[src/core/tpu_consts.svh]
// offsets, field positions, reset values and counts of the timer/pwm unit
`ifndef TPU_CONSTS_SVH
`define TPU_CONSTS_SVH
`define TPU_ADR_SC 5'h00
`define TPU_ADR_CNTH 5'h01
`define TPU_ADR_CNTL 5'h02
`define TPU_ADR_MODH 5'h03
`define TPU_ADR_MODL 5'h04
`define TPU_ADR_CH0 5'h05
`define TPU_CH_STRIDE 5'h03
`define TPU_SC_OVF 7
`define TPU_SC_OIE 6
`define TPU_SC_CEN 5
`define TPU_SC_CLK_HI 4
`define TPU_SC_CLK_LO 3
`define TPU_SC_PS_HI 2
`define TPU_CSC_FLAG 7
`define TPU_CSC_IE 6
`define TPU_CSC_MS_HI 5
`define TPU_CSC_MS_LO 4
`define TPU_CSC_EL_HI 3
`define TPU_CSC_EL_LO 2
`define TPU_SC_RST 7'h00
`define TPU_CSC_RST 5'h00
`define TPU_WORD_RST 16'h0000
`define TPU_BIT_RST 1'b0
`define TPU_FREE_TOP 16'hffff
`define TPU_PS_W 7
`endif

[src/core/tpu_pkg.sv]
// types shared by the timer/pwm unit
package tpu_pkg;
  typedef enum logic [3:0] {
    TPU_CAPTURE = 4'b0001,
    TPU_COMPARE = 4'b0010,
    TPU_EDGE_PWM = 4'b0100,
    TPU_CENTER_PWM = 4'b1000
  } tpu_mode_type;
endpackage : tpu_pkg

[src/core/tpu_chan.sv]
// one timer channel: capture, compare, edge and center pwm, buffered value
`timescale 1ns/10ps
`include "tpu_consts.svh"
module tpu_chan (
  // clock and reset
  input wire logic clk_i,
  input wire logic nrst_i,
  // timebase
  input wire logic dbg_i,
  input wire logic cen_i,
  input wire logic clk_on_i,
  input wire logic tick_i,
  input wire logic cnt_stb_i,
  input wire logic pwm_load_i,
  input wire logic [15:0] cnt_i,
  input wire logic [15:0] top_i,
  // register access
  input wire logic wr_sc_i,
  input wire logic wr_vh_i,
  input wire logic wr_vl_i,
  input wire logic rd_sc_i,
  input wire logic rd_vh_i,
  input wire logic rd_vl_i,
  input wire logic [7:0] wdata_i,
  output logic [7:0] rdata_o,
  // pin and interrupt
  input wire logic pin_i,
  output logic pin_o,
  output logic oe_o,
  output logic irq_o
);
  tpu_pkg::tpu_mode_type mode;
  logic [6:2] ctl_q, ctl_d;
  logic chan_event_flag_q, chan_event_flag_d, arm_q, arm_d;
  logic [15:0] chan_compare_value_q, chan_compare_value_d;
  logic [15:0] vbuf_q, vbuf_d, vlat_q, vlat_d, vcen_q, vcen_d;
  logic vh_q, vh_d, vl_q, vl_d, vlv_q, vlv_d, prev_q, prev_d;
  logic pin_d, oe_d, irq_d, cap_ev, match, xfer, lvl, ell, elh;
  logic [15:0] src;

  assign ell = ctl_q[`TPU_CSC_EL_LO];
  assign elh = ctl_q[`TPU_CSC_EL_HI];

  always_comb begin
    if (cen_i && (elh || ell)) begin
      mode = tpu_pkg::TPU_CENTER_PWM;
    end else if (ctl_q[`TPU_CSC_MS_HI]) begin
      mode = tpu_pkg::TPU_EDGE_PWM;
    end else if (ctl_q[`TPU_CSC_MS_LO]) begin
      mode = tpu_pkg::TPU_COMPARE;
    end else begin
      mode = tpu_pkg::TPU_CAPTURE;
    end
  end

  always_comb begin
    src = chan_compare_value_q;
    ctl_d = ctl_q;
    chan_event_flag_d = chan_event_flag_q;
    arm_d = arm_q;
    chan_compare_value_d = chan_compare_value_q;
    vbuf_d = vbuf_q;
    vlat_d = vlat_q;
    vcen_d = vcen_q;
    vh_d = vh_q;
    vl_d = vl_q;
    vlv_d = vlv_q;
    prev_d = pin_i;
    rdata_o = 8'h00;
    // off selects no edge; both bits give either edge
    cap_ev = (mode == tpu_pkg::TPU_CAPTURE) &&
             ((ell && pin_i && !prev_q) || (elh && !pin_i && prev_q));
    match = cnt_stb_i && (mode != tpu_pkg::TPU_CAPTURE) &&
            (cnt_i == chan_compare_value_q);
    if (rd_sc_i && chan_event_flag_q) begin
      arm_d = 1'b1;
    end
    if (wr_sc_i) begin
      ctl_d = wdata_i[6:2];
      if (arm_q && !wdata_i[`TPU_CSC_FLAG]) begin
        chan_event_flag_d = 1'b0;
      end
      arm_d = 1'b0;
      vh_d = 1'b0;
      vl_d = 1'b0;
      vlv_d = 1'b0;
    end
    if (cap_ev || match) begin
      chan_event_flag_d = 1'b1;
      arm_d = 1'b0;
    end
    if (mode != tpu_pkg::TPU_CAPTURE) begin
      if (wr_vh_i) begin
        vbuf_d[15:8] = wdata_i;
        vh_d = 1'b1;
      end
      if (wr_vl_i) begin
        vbuf_d[7:0] = wdata_i;
        vl_d = 1'b1;
      end
    end
    xfer = vh_d && vl_d && (!clk_on_i ||
           ((mode == tpu_pkg::TPU_COMPARE) && tick_i) ||
           ((mode == tpu_pkg::TPU_EDGE_PWM || mode == tpu_pkg::TPU_CENTER_PWM) &&
            pwm_load_i));
    if (xfer) begin
      chan_compare_value_d = vbuf_d;
      vh_d = 1'b0;
      vl_d = 1'b0;
    end
    if (cap_ev) begin
      chan_compare_value_d = cnt_i;
    end
    // duty is sampled once per period so zero/nonzero swaps wait for the period edge
    if (cnt_stb_i && cnt_i == top_i) begin
      vcen_d = chan_compare_value_q;
    end
    if (rd_sc_i) begin
      rdata_o = {chan_event_flag_q, ctl_q, 2'h0};
    end else if (rd_vh_i || rd_vl_i) begin
      if (dbg_i) begin
        src = chan_compare_value_q;
      end else if (vlv_q) begin
        src = vlat_q;
        vlv_d = 1'b0;
      end else begin
        vlat_d = chan_compare_value_q;
        vlv_d = 1'b1;
      end
      rdata_o = rd_vh_i ? src[15:8] : src[7:0];
    end
    lvl = (vcen_q != 16'h0000) && !vcen_q[15] &&
          ((cnt_i < vcen_q) || (vcen_q >= top_i));
    pin_d = pin_o;
    unique case (mode)
      tpu_pkg::TPU_CAPTURE: begin
        pin_d = 1'b0;
      end
      tpu_pkg::TPU_COMPARE: begin
        if (match && elh) begin
          pin_d = ell;
        end else if (match && ell) begin
          pin_d = !pin_o;
        end
      end
      tpu_pkg::TPU_EDGE_PWM: begin
        if (cnt_stb_i && cnt_i == 16'h0000) begin
          pin_d = !ell;
        end
        if (match) begin
          pin_d = ell;
        end
      end
      tpu_pkg::TPU_CENTER_PWM: begin
        pin_d = lvl ^ ell;
      end
    endcase
    oe_d = (mode != tpu_pkg::TPU_CAPTURE) && (elh || ell);
    irq_d = chan_event_flag_d && ctl_d[`TPU_CSC_IE];
  end

  always_ff @(posedge clk_i) begin
    if (!nrst_i) begin
      ctl_q <= `TPU_CSC_RST;
      chan_event_flag_q <= `TPU_BIT_RST;
      arm_q <= `TPU_BIT_RST;
      chan_compare_value_q <= `TPU_WORD_RST;
      vbuf_q <= `TPU_WORD_RST;
      vlat_q <= `TPU_WORD_RST;
      vcen_q <= `TPU_WORD_RST;
      vh_q <= `TPU_BIT_RST;
      vl_q <= `TPU_BIT_RST;
      vlv_q <= `TPU_BIT_RST;
      prev_q <= `TPU_BIT_RST;
      pin_o <= `TPU_BIT_RST;
      oe_o <= `TPU_BIT_RST;
      irq_o <= `TPU_BIT_RST;
    end else begin
      ctl_q <= ctl_d;
      chan_event_flag_q <= chan_event_flag_d;
      arm_q <= arm_d;
      chan_compare_value_q <= chan_compare_value_d;
      vbuf_q <= vbuf_d;
      vlat_q <= vlat_d;
      vcen_q <= vcen_d;
      vh_q <= vh_d;
      vl_q <= vl_d;
      vlv_q <= vlv_d;
      prev_q <= prev_d;
      pin_o <= pin_d;
      oe_o <= oe_d;
      irq_o <= irq_d;
    end
  end
endmodule : tpu_chan

[src/core/tpu_presc.sv]
// prescaler: divides the clock by 2**ps into a one-cycle counter tick
`timescale 1ns/10ps
`include "tpu_consts.svh"
module tpu_presc #(
  parameter int PW = `TPU_PS_W
) (
  // clock and reset
  input wire logic clk_i,
  input wire logic nrst_i,
  // control
  input wire logic run_i,
  input wire logic clr_i,
  input wire logic [2:0] ps_i,
  // tick
  output logic tick_o
);
  logic [PW-1:0] div_q;
  logic [PW-1:0] div_d;
  logic [PW-1:0] mask;
  logic tick_d;

  always_comb begin
    mask = PW'((8'h01 << ps_i) - 8'h01);
    tick_d = run_i && !clr_i && ((div_q & mask) == mask);
    div_d = div_q;
    if (clr_i) begin
      div_d = '0;
    end else if (run_i) begin
      div_d = div_q + PW'(1);
    end
  end

  always_ff @(posedge clk_i) begin
    if (!nrst_i) begin
      div_q <= '0;
      tick_o <= `TPU_BIT_RST;
    end else begin
      div_q <= div_d;
      tick_o <= tick_d;
    end
  end
endmodule : tpu_presc

[src/core/tpu_top.sv]
// top of the timer/pwm unit: counter, overflow flag, modulus, channel array
`timescale 1ns/10ps
`include "tpu_consts.svh"
module tpu_top #(
  parameter int NCH = 2
) (
  // clock and reset
  input wire logic clk_i,
  input wire logic nrst_i,
  // byte register access
  input wire logic wr_i,
  input wire logic rd_i,
  input wire logic [4:0] addr_i,
  input wire logic [7:0] wdata_i,
  output logic [7:0] rdata_o,
  // debug halt
  input wire logic background_debug_halt_i,
  // channel pins
  input wire logic [NCH-1:0] chan_pin_i,
  output logic [NCH-1:0] chan_pin_o,
  output logic [NCH-1:0] chan_oe_o,
  // interrupt requests
  output logic ovf_irq_o,
  output logic [NCH-1:0] chan_irq_o
);
  logic [6:0] sc_q;
  logic [6:0] sc_d;
  logic overflow_flag_q;
  logic overflow_flag_d;
  logic ovf_arm_q;
  logic ovf_arm_d;
  logic ovf_irq_d;
  logic [15:0] main_counter_value_q;
  logic [15:0] main_counter_value_d;
  logic count_up_q;
  logic count_up_d;
  logic cnt_stb_q;
  logic cnt_stb_d;
  logic [15:0] counter_modulus_q;
  logic [15:0] counter_modulus_d;
  logic [15:0] mod_buf_q;
  logic [15:0] mod_buf_d;
  logic mod_hi_q;
  logic mod_hi_d;
  logic mod_lo_q;
  logic mod_lo_d;
  logic [15:0] cnt_lat_q;
  logic [15:0] cnt_lat_d;
  logic cnt_lat_v_q;
  logic cnt_lat_v_d;
  logic [7:0] rdata_d;
  logic wr_sc;
  logic rd_sc;
  logic wr_cnt;
  logic rd_cnt;
  logic run;
  logic tick;
  logic tick_en;
  logic ovf_set;
  logic pwm_load;
  logic overflow_irq_enable;
  logic center_aligned_select;
  logic [1:0] clock_source_select;
  logic [15:0] top_cnt;
  logic [NCH-1:0] ch_hit;
  logic [7:0] ch_rd [NCH];

  ////////////////////////////////////////////////////////////////////////////////
  assign overflow_irq_enable = sc_q[`TPU_SC_OIE];
  assign center_aligned_select = sc_q[`TPU_SC_CEN];
  assign clock_source_select = sc_q[`TPU_SC_CLK_HI:`TPU_SC_CLK_LO];
  assign wr_sc = wr_i && (addr_i == `TPU_ADR_SC);
  assign rd_sc = rd_i && (addr_i == `TPU_ADR_SC);
  assign wr_cnt = wr_i && (addr_i == `TPU_ADR_CNTH || addr_i == `TPU_ADR_CNTL);
  assign rd_cnt = rd_i && (addr_i == `TPU_ADR_CNTH || addr_i == `TPU_ADR_CNTL);
  // the counter freezes while halted so reads there see a stable value
  assign run = (clock_source_select != 2'h0) && !background_debug_halt_i;
  assign tick_en = tick && run;
  assign top_cnt = (counter_modulus_q == 16'h0000) ? `TPU_FREE_TOP : counter_modulus_q;
  assign pwm_load = tick_en && (main_counter_value_q == top_cnt - 16'h0001) &&
                    (count_up_q || !center_aligned_select);

  tpu_presc u_presc (
    .clk_i(clk_i),
    .nrst_i(nrst_i),
    .run_i(run),
    .clr_i(wr_cnt),
    .ps_i(sc_q[`TPU_SC_PS_HI:0]),
    .tick_o(tick)
  );

  ////////////////////////////////////////////////////////////////////////////////
  // control register and overflow flag
  always_comb begin
    sc_d = sc_q;
    overflow_flag_d = overflow_flag_q;
    ovf_arm_d = ovf_arm_q;
    if (rd_sc && overflow_flag_q) begin
      ovf_arm_d = 1'b1;
    end
    if (wr_sc) begin
      sc_d = wdata_i[6:0];
      if (ovf_arm_q && !wdata_i[`TPU_SC_OVF]) begin
        overflow_flag_d = 1'b0;
      end
      ovf_arm_d = 1'b0;
    end
    if (ovf_set) begin
      overflow_flag_d = 1'b1;
      ovf_arm_d = 1'b0;
    end
    ovf_irq_d = overflow_flag_d && sc_d[`TPU_SC_OIE];
  end

  always_ff @(posedge clk_i) begin
    if (!nrst_i) begin
      sc_q <= `TPU_SC_RST;
      overflow_flag_q <= `TPU_BIT_RST;
      ovf_arm_q <= `TPU_BIT_RST;
      ovf_irq_o <= `TPU_BIT_RST;
    end else begin
      sc_q <= sc_d;
      overflow_flag_q <= overflow_flag_d;
      ovf_arm_q <= ovf_arm_d;
      ovf_irq_o <= ovf_irq_d;
    end
  end

  ////////////////////////////////////////////////////////////////////////////////
  // main counter, up or up/down
  always_comb begin
    main_counter_value_d = main_counter_value_q;
    count_up_d = count_up_q;
    ovf_set = 1'b0;
    if (wr_cnt) begin
      main_counter_value_d = 16'h0000;
      count_up_d = 1'b1;
    end else if (tick_en) begin
      if (!center_aligned_select) begin
        count_up_d = 1'b1;
        if (main_counter_value_q == top_cnt) begin
          main_counter_value_d = 16'h0000;
          ovf_set = 1'b1;
        end else begin
          main_counter_value_d = main_counter_value_q + 16'h0001;
        end
      end else if (count_up_q) begin
        if (main_counter_value_q >= top_cnt) begin
          main_counter_value_d = main_counter_value_q - 16'h0001;
          count_up_d = 1'b0;
          ovf_set = 1'b1;
        end else begin
          main_counter_value_d = main_counter_value_q + 16'h0001;
        end
      end else if (main_counter_value_q == 16'h0000) begin
        main_counter_value_d = 16'h0001;
        count_up_d = 1'b1;
      end else begin
        main_counter_value_d = main_counter_value_q - 16'h0001;
      end
    end
    cnt_stb_d = tick_en;
  end

  always_ff @(posedge clk_i) begin
    if (!nrst_i) begin
      main_counter_value_q <= `TPU_WORD_RST;
      count_up_q <= 1'b1;
      cnt_stb_q <= `TPU_BIT_RST;
    end else begin
      main_counter_value_q <= main_counter_value_d;
      count_up_q <= count_up_d;
      cnt_stb_q <= cnt_stb_d;
    end
  end

  ////////////////////////////////////////////////////////////////////////////////
  // modulus takes effect only once both bytes have arrived
  always_comb begin
    counter_modulus_d = counter_modulus_q;
    mod_buf_d = mod_buf_q;
    mod_hi_d = mod_hi_q;
    mod_lo_d = mod_lo_q;
    if (wr_i && addr_i == `TPU_ADR_MODH) begin
      mod_buf_d[15:8] = wdata_i;
      mod_hi_d = 1'b1;
    end
    if (wr_i && addr_i == `TPU_ADR_MODL) begin
      mod_buf_d[7:0] = wdata_i;
      mod_lo_d = 1'b1;
    end
    if (wr_sc) begin
      mod_hi_d = 1'b0;
      mod_lo_d = 1'b0;
    end
    if (mod_hi_d && mod_lo_d) begin
      counter_modulus_d = mod_buf_d;
      mod_hi_d = 1'b0;
      mod_lo_d = 1'b0;
    end
  end

  always_ff @(posedge clk_i) begin
    if (!nrst_i) begin
      counter_modulus_q <= `TPU_WORD_RST;
      mod_buf_q <= `TPU_WORD_RST;
      mod_hi_q <= `TPU_BIT_RST;
      mod_lo_q <= `TPU_BIT_RST;
    end else begin
      counter_modulus_q <= counter_modulus_d;
      mod_buf_q <= mod_buf_d;
      mod_hi_q <= mod_hi_d;
      mod_lo_q <= mod_lo_d;
    end
  end

  ////////////////////////////////////////////////////////////////////////////////
  // read path; outside debug halt the first counter byte read snapshots the other byte
  always_comb begin
    logic [15:0] src;
    src = main_counter_value_q;
    rdata_d = 8'h00;
    cnt_lat_d = cnt_lat_q;
    cnt_lat_v_d = cnt_lat_v_q;
    if (wr_sc || wr_cnt) begin
      cnt_lat_v_d = 1'b0;
    end
    if (rd_sc) begin
      rdata_d = {overflow_flag_q, sc_q};
    end else if (rd_cnt) begin
      if (background_debug_halt_i) begin
        src = main_counter_value_q;
      end else if (cnt_lat_v_q) begin
        src = cnt_lat_q;
        cnt_lat_v_d = 1'b0;
      end else begin
        cnt_lat_d = main_counter_value_q;
        cnt_lat_v_d = 1'b1;
      end
      rdata_d = (addr_i == `TPU_ADR_CNTH) ? src[15:8] : src[7:0];
    end else if (rd_i && addr_i == `TPU_ADR_MODH) begin
      rdata_d = counter_modulus_q[15:8];
    end else if (rd_i && addr_i == `TPU_ADR_MODL) begin
      rdata_d = counter_modulus_q[7:0];
    end
    for (int n = 0; n < NCH; n++) begin
      if (ch_hit[n]) begin
        rdata_d = ch_rd[n];
      end
    end
  end

  always_ff @(posedge clk_i) begin
    if (!nrst_i) begin
      rdata_o <= 8'h00;
      cnt_lat_q <= `TPU_WORD_RST;
      cnt_lat_v_q <= `TPU_BIT_RST;
    end else begin
      rdata_o <= rdata_d;
      cnt_lat_q <= cnt_lat_d;
      cnt_lat_v_q <= cnt_lat_v_d;
    end
  end

  ////////////////////////////////////////////////////////////////////////////////
  for (genvar n = 0; n < NCH; n++) begin : g_ch
    localparam logic [4:0] BASE = 5'(`TPU_ADR_CH0 + `TPU_CH_STRIDE * n);
    assign ch_hit[n] = rd_i && (addr_i >= BASE) && (addr_i <= BASE + 5'h02);
    tpu_chan u_chan (
      .clk_i(clk_i),
      .nrst_i(nrst_i),
      .dbg_i(background_debug_halt_i),
      .cen_i(center_aligned_select),
      .clk_on_i(clock_source_select != 2'h0),
      .tick_i(tick_en),
      .cnt_stb_i(cnt_stb_q),
      .pwm_load_i(pwm_load),
      .cnt_i(main_counter_value_q),
      .top_i(top_cnt),
      .wr_sc_i(wr_i && addr_i == BASE),
      .wr_vh_i(wr_i && addr_i == BASE + 5'h01),
      .wr_vl_i(wr_i && addr_i == BASE + 5'h02),
      .rd_sc_i(rd_i && addr_i == BASE),
      .rd_vh_i(rd_i && addr_i == BASE + 5'h01),
      .rd_vl_i(rd_i && addr_i == BASE + 5'h02),
      .wdata_i(wdata_i),
      .rdata_o(ch_rd[n]),
      .pin_i(chan_pin_i[n]),
      .pin_o(chan_pin_o[n]),
      .oe_o(chan_oe_o[n]),
      .irq_o(chan_irq_o[n])
    );
  end
endmodule : tpu_top

[config.mk]
export PLATFORM = sky130hd
export DESIGN_NAME = tpu_top
export DESIGN_NICKNAME = d
export VERILOG_FILES = /design/src/core/tpu_pkg.sv /design/src/core/tpu_chan.sv /design/src/core/tpu_presc.sv /design/src/core/tpu_top.sv
export VERILOG_INCLUDE_DIRS = /design/src /design/src/core
export SDC_FILE = /design/constraint.sdc
export NUM_CORES = 1
export LEC_CHECK = 0
export ABC_CLOCK_PERIOD_IN_PS = 6150
export BUFFER_PORTS_ARGS = -buffer_cell sky130_fd_sc_hd__buf_2
export CAP_MARGIN = 10
export CORE_MARGIN = 1
export CORE_UTILIZATION = 25
export DETAILED_ROUTE_END_ITERATION = 6
export SYNTH_ARGS = -nofsm -noshare
export SYNTH_HDL_FRONTEND = slang
export SYNTH_HIERARCHICAL = 1
export SYNTH_SLANG_ARGS = --single-unit
[constraint.sdc]
create_clock -name clk_i -period 6.15 [get_ports clk_i]
set_input_delay 1.23 -clock clk_i [delete_from_list [all_inputs] [get_ports clk_i]]
set_output_delay 1.23 -clock clk_i [all_outputs]
set_load 0.005 [all_outputs]
==> metrics.txt, run 1 <==
status=completed; Via Count=around 14,000; post-synthesis xor/xnor area fraction=between 5 and 6%; Synth Flop Type=dfxtp_1; pre-CTS setup slack=approximately 0.8 ns; Leak=7.06 nW; Yosys warnings=6; Post-synth top cells=dfxtp_1 (251), nand2_1 (243), nor2_1 (202); syn nets=between 1,500 and 2,000; via count of the first global-routing pass=~13,000; Sink Count=251; power density over the cells=roughly 200 nW/um^2; cts repair resizes=0; First DRT Iteration DRCs=1,336; Simple-Gate Fraction of Synth Area=between 20% and 30%; Yosys top cell by area=dfxtp_1; Post-DP HPWL=roughly 36,000 um; CTS tree=yes; RSZ-0062 raised after global routing=no; Seq/Total Area, Yosys=approximately a third; Core ar.=between 50,000 and 60,000 um^2; layout cells sized above 1=8.93%; full die area=61,400 um^2; final period utilization=89.2%; flop and latch count out of synthesis=approximately 250; Total GRT Usage=between 15 and 20%; adder-cell share of the synthesized area=between 7 and 8%; clock transition at the registers of the reported paths=0.07 ns; Hold WC Path Type=reg -> reg; Compound-Gate Fraction of Synth Area=17.1%; MaxCap Viol Count=0; post-layout power=0.00350 W; synth unique cells=85; first-pass GRT wire length=between 70,000 and 80,000 um; Critical Path AT=5.92 ns; Via density=approximately 5.3; top cells by area, synth=dfxtp_1 (33%), ha_1 (7.0%), mux2i_1 (6.4%); Layout area overhead=12.8%; total routed wirelength=52,200 um; worst slew pin tran=around 1.2 ns; CTS root buf=clkbuf_16; Final Hold Vio Count=0; Worst path max stage delay=0.57 ns; largest net degree at the start of global routing=73; Die W=248 um; maximum clock insertion buffer count=3; die height=around 250 um; Overflow after GRT=0; synthesized area=approximately 15,000 um^2; Synth Instances=~1,900; crit-path cells=or4_4 > nor4_4 > and2_1 > nor2_1 > ha_1 > xnor2_1 > a211oi_1 > nand3_1 > or4b_1 > nor4_1 > nand4_1 > a211oi_2 > o21ai_0 > o311ai_0 > nand4_2 > buf_4 > and2_1 > o21ai_0 > a21oi_1; Period minus WS final=5.49 ns; Final Setup Violations=0; Cells after DPL=~2,600; Max Slew Vio Count=0; initial core utilization=about a quarter; post-synth top area share=33.3%; Post CTS Setup Buffer Count=0; number of port buffers=34; Critical Path RT=~6.6 ns; normalized max-slew margin=~17%; Setup TNS=0 ns; mux contribution to synthesized area=9.22%; Achievable Freq=roughly 0.18 GHz; top-count cell post-synth=dfxtp_1; nets@finish=just under 2,000; CP max FO=33; WL/cell=19.5 um; Residual DRC=0; critical path class=reg -> reg; number of flops mapped to enable cells by yosys=0; Max H-tree Level=1; Hold-fix buffers, CTS=0; Crit. End Element=flop; DRT Pass-1 Iters=6; Post-Layout Cell Count=~2,700; Setup Skew=approximately 0.021 ns; Async SR Flop Fraction=0%; Clock Latency Late Sink=around 0.59 ns; Slowest cell on crit path=or4_4; fillers=6,300; worst-case vdd ir drop=266 uV; Post-Syn Area per Cell=roughly 8.0 um^2; number of antenna violations at the first check in global routing=2; CP Launch Type=flop; Routed Antenna Nets=0; RePlAce Congestion=0.918; site row count=89; final worst setup slack=0.665 ns; IO Pins=35; Num CTS Buffers=29; largest family of logic cells by synthesized area=simple AND/OR/NAND/NOR gates
## per-stage QoR
step	utilization (%)	hold WS [ns]	instance area, um^2
finish	28.7	0.442	17000
global route	28.7	0.453	17000
CTS	28.7	0.442	17000
detailed placement	27.0	0.426	16100
global placement	27.0	0.404	16100
floorplan	-	0.402	15100
## area by class of cell
cell class	count	area (um^2)	area share (%)
diodes	1	2.50	0.0147
clock buffers	44	892	5.24
clock inverters	9	72.6	0.426
inverters	96	360	2.12
multi-input cells	1434	9270	54.4
flip-flops and latches	251	5020	29.5
well taps	773	967	5.68
repair buffers	69	433	2.54
## cell families (layout without fill, tap and decap cells)
kind of cell / after synthesis / count (layout)
and+or+nand+nor: 721 / 721
buffers and inverters: 198 / 218
DFF: 251 / 251
adders and majority gates: 85 / 85
AOI/OAI and AO/OA: 417 / 417
other: 0 / 1
muxes: 121 / 121
xor gates and xnor gates: 90 / 90
## state kept, by name, indices dropped and copies added (netlist names), 7 cells and up
| signal | count |
|---|---|
| g_ch.u_chan/vbuf_q | 32 |
| rdata_o | 8 |
| g_ch.u_chan/ctl_q | 10 |
| u_presc/div_q | 7 |
| sc_q | 7 |
| main_counter_value_q | 16 |
| g_ch.u_chan/vcen_q | 32 |
| mod_buf_q | 16 |
| g_ch.u_chan/chan_compare_value_q | 32 |
| cnt_lat_q | 16 |
| counter_modulus_q | 16 |
| g_ch.u_chan/vlat_q | 32 |
## cells in the final DEF, fill, tap and decap left out, types with 29 or more instances in the layout
| master | netlist | routed |
|---|---|---|
| xor2_1 | 35 | 35 |
| nor4_1 | 29 | 29 |
| o21ai_0 | 92 | 90 |
| nor3_1 | 30 | 30 |
| nand2_1 | 243 | 243 |
| dfxtp_1 | 251 | 251 |
| a21oi_1 | 166 | 166 |
| xnor2_1 | 55 | 55 |
| buf_4 | 2 | 35 |
| inv_1 | 92 | 92 |
| clkbuf_16 | 0 | 29 |
| nand2b_1 | 30 | 30 |
| mux2i_1 | 97 | 97 |
| nor2_1 | 202 | 202 |
| ha_1 | 85 | 85 |
| buf_2 | 25 | 34 |
## path summary, 6_finish.rpt
check,start,to,slack (ns),cells past startpoint
max,counter_modulus_q[2],g_ch[0].u_chan/chan_compare_value_q[2],0.66,19
min,mod_hi_q,mod_lo_q,0.44,1
max reg2reg,counter_modulus_q[2],g_ch[0].u_chan/chan_compare_value_q[2],0.66,19
min reg2reg,mod_hi_q,mod_lo_q,0.44,1
## power by group
| group | switching [W] | internal [W] | total (W) |
|---|---|---|---|
| Sequential | 0.00000304 | 0.00163 | 0.00163 |
| Combinational | 0.0000937 | 0.0000273 | 0.000121 |
| Clock | 0.000742 | 0.00100 | 0.00174 |
| Total | 0.000839 | 0.00266 | 0.00350 |
## worst max-delay path: cells and delay by family, from the launching register on
family	cells	cell delay (ns)
simple gates	10	2.93
compound gates	6	1.22
flops	1	0.44
fa+ha+maj	1	0.30
buf+inv	1	0.25
xor+xnor	1	0.19
## layer usage
layer	global-route usage [%]	up-vias	share of wire [%]
met5	0	-	0.023
met4	5.94	2	3.4
met3	2.98	119	7.9
met2	26.2	571	44
met1	22.9	6941	44
li1	-	6595	-
No activity file was read; power rests on OpenSTA's default activity.
==> run 2, diff against run 1 <==
--- a/config.mk
+++ b/config.mk
@@ -12,6 +12,7 @@
 export CORE_MARGIN = 1
 export CORE_UTILIZATION = 25
 export DETAILED_ROUTE_END_ITERATION = 6
+export PLACE_DENSITY_LB_ADDON = 0.1
 export SYNTH_ARGS = -nofsm -noshare
 export SYNTH_HDL_FRONTEND = slang
 export SYNTH_HIERARCHICAL = 1
==> run 2 against run 1 <==
  * The run now ends with design-rule violations left
  * Die area unchanged
  * Total power increased by 6.4%
  * Utilization increased by 0.32 points
  * Sequential share of layout area fell by 0.33 points
  * Fmax down 1.5%
  * Wire length up 18%
  * Sequential power hardly changed
  * Clock skew fell by 0.0056 ns
  * Register-to-register slack lost 0.09 ns
  * Largest power group unchanged
==> metrics.txt, run 2 (synthesized netlist as in run 1, its figures left out) <==
status=finished with violations; violated checks=design-rule violations; Layout area overhead=14.0%; Cells after DPL=2,635 (+0.46%); Bufs and invs on worst path=1 (unchanged); Residual DRC=13 (+13); first-pass GRT wire length=91,900 um (+16%); Sink Count=251 (unchanged); Post-DP HPWL=43,000 um (+20%); Via Count=13,751 (-3.4%); Worst path max stage delay=0.60 ns (+0.03 ns); Post CTS Setup Buffer Count=0 (unchanged); CP max FO=33 (unchanged); most frequent cells in the layout=dfxtp_1 (251), nand2_1 (243), nor2_1 (202), a21oi_1 (166), mux2i_1 (97); Final Hold Vio Count=0 (unchanged); Max Slew Vio Count=0 (unchanged); most used cell, CP=o21ai_0; CTS tree=yes; CP startpoint=counter_modulus_q[5]; clock network fraction of design power=52.6% (+2.7 points); DRT Pass-1 Iters=7 (+1); clock transition at the registers of the reported paths=0.06 ns (about the same); Top delay family on crit path=simple AND/OR/NAND/NOR gates; number of antenna violations at the first check in global routing=1 (-1); R2R Setup Slk=0.58 ns (-0.09 ns); critical path class=reg -> reg; cts repair resizes=0 (unchanged); Leak=7.18 nW (+1.7%); Post-Layout Cell Count=2,691 (+0.52%); crit-path cells=or4_4 > nor4_4 > and2_1 > nor2_1 > ha_1 > xnor2_1 > a211oi_1 > nand3_1 > or4b_1 > nor4_1 > nand4_1 > a211oi_2 > o21ai_0 > o311ai_0 > nand4_2 > buf_4 > and2_0 > o21ai_0 > a21oi_1; Final Setup Violations=0 (unchanged); via count of the first global-routing pass=13,280 (-1.2%); post-layout power=0.00372 W (+6.4%); worst slew pin tran=1.10 ns (-0.140 ns); Period minus WS final=5.57 ns (+0.0860 ns); nets@finish=2,000 (+0.70%); total routed wirelength=61,300 um (+18%); RePlAce Congestion=0.870 (-5.2%); Hold EP=mod_lo_q; IO Pins=35 (unchanged); Slowest cell on crit path=or4_4; Hold WC Path Type=reg -> reg; Total GRT Usage=20.2% (+3.4 points); die height=248 um (unchanged); MaxCap Viol Count=0 (unchanged); FF-to-FF path depth=19 (unchanged); Critical Path RT=6.59 ns (about the same); final period utilization=90.6% (+1.4 points); Reg2Reg Capture Point=g_ch[0].u_chan/chan_compare_value_q[12]; Seq pwr share=43.9% (-2.8 points); Core ar.=59,400 um^2 (unchanged); site row count=89 (unchanged); Max H-tree Level=1 (unchanged); Hold-fix buffers, CTS=0 (unchanged); full die area=61,400 um^2 (unchanged); initial core utilization=25.4% (unchanged); Comb power frac=3.5% (about the same); commonest non-fill, non-tap cell in the layout=dfxtp_1; Reg-to-Reg Start=counter_modulus_q[5]; Overflow after GRT=0 (unchanged); Critical Path AT=6.01 ns (+0.09 ns); Setup Skew=0.0154 ns (-0.00562 ns); Die W=248 um (unchanged); Switching Fraction=23.6% (-0.36 points); maximum clock insertion buffer count=3 (unchanged); CTS root buf=clkbuf_16; normalized max-slew margin=26.8% (+9.5 points); Setup TNS=0 ns (unchanged); WL/cell=22.8 um (+17%); worst-case vdd ir drop=187 uV (-30%); First DRT Iteration DRCs=1,160 (-13%); Via density=5.11 (-3.9%); Clock Latency Late Sink=0.59 ns (about the same); diode count=0 (-1); Num CTS Buffers=31 (+6.9%); Internal=0.00284 W (+6.9%); number of port buffers=34 (unchanged); hold_ws=0.420 ns (-0.0222 ns); largest net degree at the start of global routing=63 (-14%); RSZ-0062 raised after global routing=no; CP Launch Type=flop; layout cells sized above 1=9.70% (+0.76 points); hold wc startpoint=mod_hi_q; power density over the cells=216 nW/um^2 (+5.2%); Achievable Freq=0.179 GHz (-1.5%); worst hold path stage count=1 (unchanged); Crit. End Element=flop; Psw=0.000879 W (+4.8%); Routed Antenna Nets=0 (unchanged)
==> run 2: changes by cell type in the layout (fill, tap and decap cells not counted), moves of 2 or more <==
cell,previous run,this run
clkbuf_16,29,31
clkinv_2,4,11
buf_4,35,47
clkbuf_8,11,5
bufinv_16,0,5
==> run 2: area by class of cell <==
type,instances,area [um^2]
fill,6424,42100
multi-input combinational,1434,9270
sequential,251,5020
tap,773,967
clock buffer,39,856
timing repair buffer,81,523
inverter,96,360
clock inverter,17,213
==> run 2: how the worst max path moves through the flow <==
stage | slack, ns | end | cells past startpoint
finish | 0.58 | g_ch[0].u_chan/chan_compare_value_q[12] | 19
CTS | 0.59 | g_ch[0].u_chan/chan_compare_value_q[13] | 19
global route | 0.16 | g_ch[0].u_chan/chan_compare_value_q[2] | 19
floorplan | 1.38 | g_ch[0].u_chan/chan_compare_value_q[12] | 22
global placement | 0.75 | g_ch[0].u_chan/chan_compare_value_q[1] | 19
detailed placement | 0.62 | g_ch[0].u_chan/chan_compare_value_q[13] | 19
==> run 2: per-layer routing <==
layer  global-route usage, %  wire length (um)  vias to the layer above
li1                        -                 -                     6641
met1                    29.0             29900                     6730
met2                    31.7             27100                      313
met3                    2.88              3160                       67
met4                    4.31              1170                        0
met5                       0                 0                        -
==> run 2: metrics by stage <==
step | util [%] | worst slack, ns | cell area [um^2]
floorplan | - | 1.38 | 15100
global placement | 27.2 | 0.753 | 16100
detailed placement | 27.2 | 0.622 | 16100
CTS | 29.0 | 0.592 | 17200
global route | 29.0 | 0.160 | 17200
finish | 29.0 | 0.579 | 17200
==> run 2: power by group through the flow <==
stage               sequential (W)  combinational [W]  clock [W]
CTS                        0.00163           0.000130    0.00202
global route               0.00163           0.000140    0.00208
global placement           0.00167           0.000129          0
finish                     0.00163           0.000130    0.00196
floorplan                  0.00167          0.0000661          0
detailed placement         0.00167           0.000129          0
==> run 3, diff against run 2 <==
--- a/config.mk
+++ b/config.mk
@@ -9,10 +9,9 @@
 export ABC_CLOCK_PERIOD_IN_PS = 6150
 export BUFFER_PORTS_ARGS = -buffer_cell sky130_fd_sc_hd__buf_2
 export CAP_MARGIN = 10
-export CORE_MARGIN = 1
 export CORE_UTILIZATION = 25
 export DETAILED_ROUTE_END_ITERATION = 6
-export PLACE_DENSITY_LB_ADDON = 0.1
+export PLACE_DENSITY = 0.5
 export SYNTH_ARGS = -nofsm -noshare
 export SYNTH_HDL_FRONTEND = slang
 export SYNTH_HIERARCHICAL = 1
==> run 3 against run 2 <==
  * The run still ends with design-rule violations left
  * Wire length shrank 11%
  * Cell count down 0.11%
  * Non-clock buffer count fell by 4
  * First-iteration DRC count rose by 0.43%
  * Via count increased by 1.1%
  * Utilization down 0.13 points
  * Die area is the same
  * Worst setup slack better by 0.16 ns
  * Sequential share of layout area increased by 0.13 points
  * Worst hold slack improved by 0.0028 ns
  * Flip-flop and latch count unchanged
  * Combinational power is 4% lower
  * Critical endpoint is now g_ch[1].u_chan/chan_compare_value_q[3]
  * Largest cell class unchanged
==> metrics.txt, run 3 (synthesized netlist as in run 1, its figures left out) <==
status=finished with violations; violated checks=design-rule violations; IO Pins=35 (unchanged); Achievable Freq=0.185 GHz (+2.9%); CP Launch Type=flop; Final Core Density=28.9% (-0.13 points); normalized max-slew margin=24.4% (-2.5 points); Hold WC Path Type=reg -> reg; nets@finish=1,995 (-0.25%); Final Hold Vio Count=0 (unchanged); Num CTS Buffers=30 (-3.2%); MaxCap Viol Count=0 (unchanged); Setup TNS=0 ns (unchanged); hold_ws=0.422 ns (+0.00281 ns); largest net degree at the start of global routing=57 (-9.5%); Via Count=13,907 (+1.1%); Leak=7.11 nW (-0.97%); full die area=61,400 um^2 (unchanged); total routed wirelength=54,500 um (-11%); Sink Count=251 (unchanged); most frequent cells in the layout=dfxtp_1 (251), nand2_1 (243), nor2_1 (202), a21oi_1 (166), mux2i_1 (97); Layout area overhead=13.5%; First DRT Iteration DRCs=1,165 (+0.43%); RePlAce Congestion=0.920 (+5.7%); Crit. End Element=flop; Post CTS Setup Buffer Count=0 (unchanged); Critical Path AT=5.87 ns (-0.14 ns); WL/cell=20.3 um (-11%); number of port buffers=34 (unchanged); Clock Latency Late Sink=0.59 ns (about the same); Final Setup Violations=0 (unchanged); first-pass GRT wire length=82,900 um (-9.8%); power density over the cells=210 nW/um^2 (-2.9%); Residual DRC=2 (-11); maximum clock insertion buffer count=3 (unchanged); Max Slew Vio Count=0 (unchanged); Die W=248 um (unchanged); Period minus WS final=5.42 ns (-0.155 ns); fillers=6,306 (-1.8%); Overflow after GRT=0 (unchanged); layout cells sized above 1=9.30% (-0.40 points); RSZ-0062 raised after global routing=no; Core ar.=59,400 um^2 (unchanged); CTS root buf=clkbuf_16; initial core utilization=25.4% (unchanged); DP Area=16,100 um^2 (-0.19%); worst-case vdd ir drop=209 uV (+12%); Setup Skew=0.0224 ns (+0.00701 ns); CP max FO=33 (unchanged); critical path class=reg -> reg; worst slew pin tran=1.13 ns (+0.0357 ns); Finished Cell Area=17,100 um^2 (-0.45%); Critical Path RT=6.60 ns (about the same); Max H-tree Level=1 (unchanged); Total GRT Usage=17.6% (-2.5 points); number of antenna violations at the first check in global routing=2 (+1); via count of the first global-routing pass=13,302 (+0.17%); Post-DP HPWL=38,500 um (-11%); cts repair resizes=0 (unchanged); DRT Pass-1 Iters=7 (unchanged); clock transition at the registers of the reported paths=0.06 ns (about the same); Routed Antenna Nets=0 (unchanged); commonest non-fill, non-tap cell in the layout=dfxtp_1; Hold-fix buffers, CTS=0 (unchanged); die height=248 um (unchanged); CTS tree=yes; site row count=89 (unchanged); Via density=5.17 (+1.2%); final period utilization=88.1% (-2.5 points)
## run 3: changes by cell type in the layout (fill, tap and decap cells not counted), moves of 2 or more
cell / delta
clkinv_2: -7
buf_4: -4
clkbuf_1: +4
clkinvlp_4: +4
bufinv_16: -2
## run 3: cell type report
class | instances | area, um^2 | share of cell area (%)
multi-input cells | 1434 | 9270 | 54.1
flip-flops and latches | 251 | 5020 | 29.3
well taps | 773 | 967 | 5.65
clock buffers | 42 | 846 | 4.94
repair buffers | 77 | 493 | 2.88
inverters | 96 | 360 | 2.10
clock inverters | 14 | 173 | 1.01
diodes | 1 | 2.50 | 0.0146
## run 3: path summary, 6_finish.rpt
kind / endpoint / from / cells after the start / slack, ns
worst max register to register: g_ch[1].u_chan/chan_compare_value_q[3] / counter_modulus_q[2] / 19 / 0.73
worst min-delay path: mod_lo_q / mod_hi_q / 1 / 0.42
worst min register to register: mod_lo_q / mod_hi_q / 1 / 0.42
worst max-delay path: g_ch[1].u_chan/chan_compare_value_q[3] / counter_modulus_q[2] / 19 / 0.73
## run 3: routing by layer
| metal | part of all wire (%) | track usage, % |
|---|---|---|
| met3 | 6.4 | 2.67 |
| met5 | 0 | 0 |
| met4 | 2.5 | 5.03 |
| met1 | 47 | 24.8 |
| met2 | 44 | 27.6 |
## run 3: per-stage QoR
stage / total power, W / std cells / setup slack (ns)
floorplan: 0.00173 / 1883 / 1.38
global placement: 0.00179 / 2631 / 0.912
detailed placement: 0.00179 / 2631 / 0.762
CTS: 0.00364 / 2687 / 0.755
global route: 0.00372 / 2687 / 0.264
finish: 0.00360 / 2688 / 0.734
## run 3: critical path, cell delays in order (launching register included)
cell      delay (ns)
dfxtp_1         0.42
or4_4           0.56
nor4_4          0.41
and2_1          0.38
nor2_1          0.15
ha_1            0.31
xnor2_1         0.19
a211oi_1        0.27
nand3_1         0.10
or4b_1          0.53
nor4_1          0.29
nand4_1         0.15
a211oi_2        0.38
o21ai_0         0.14
o311ai_0        0.16
nand4_2         0.14
buf_4           0.24
and2_0          0.18
o21ai_0         0.17
a21oi_1         0.10
## run 3: power breakdown
part,internal (W),switching (W)
combinational,0.0000290,0.0000961
sequential,0.00163,0.00000285
clock,0.00109,0.000753
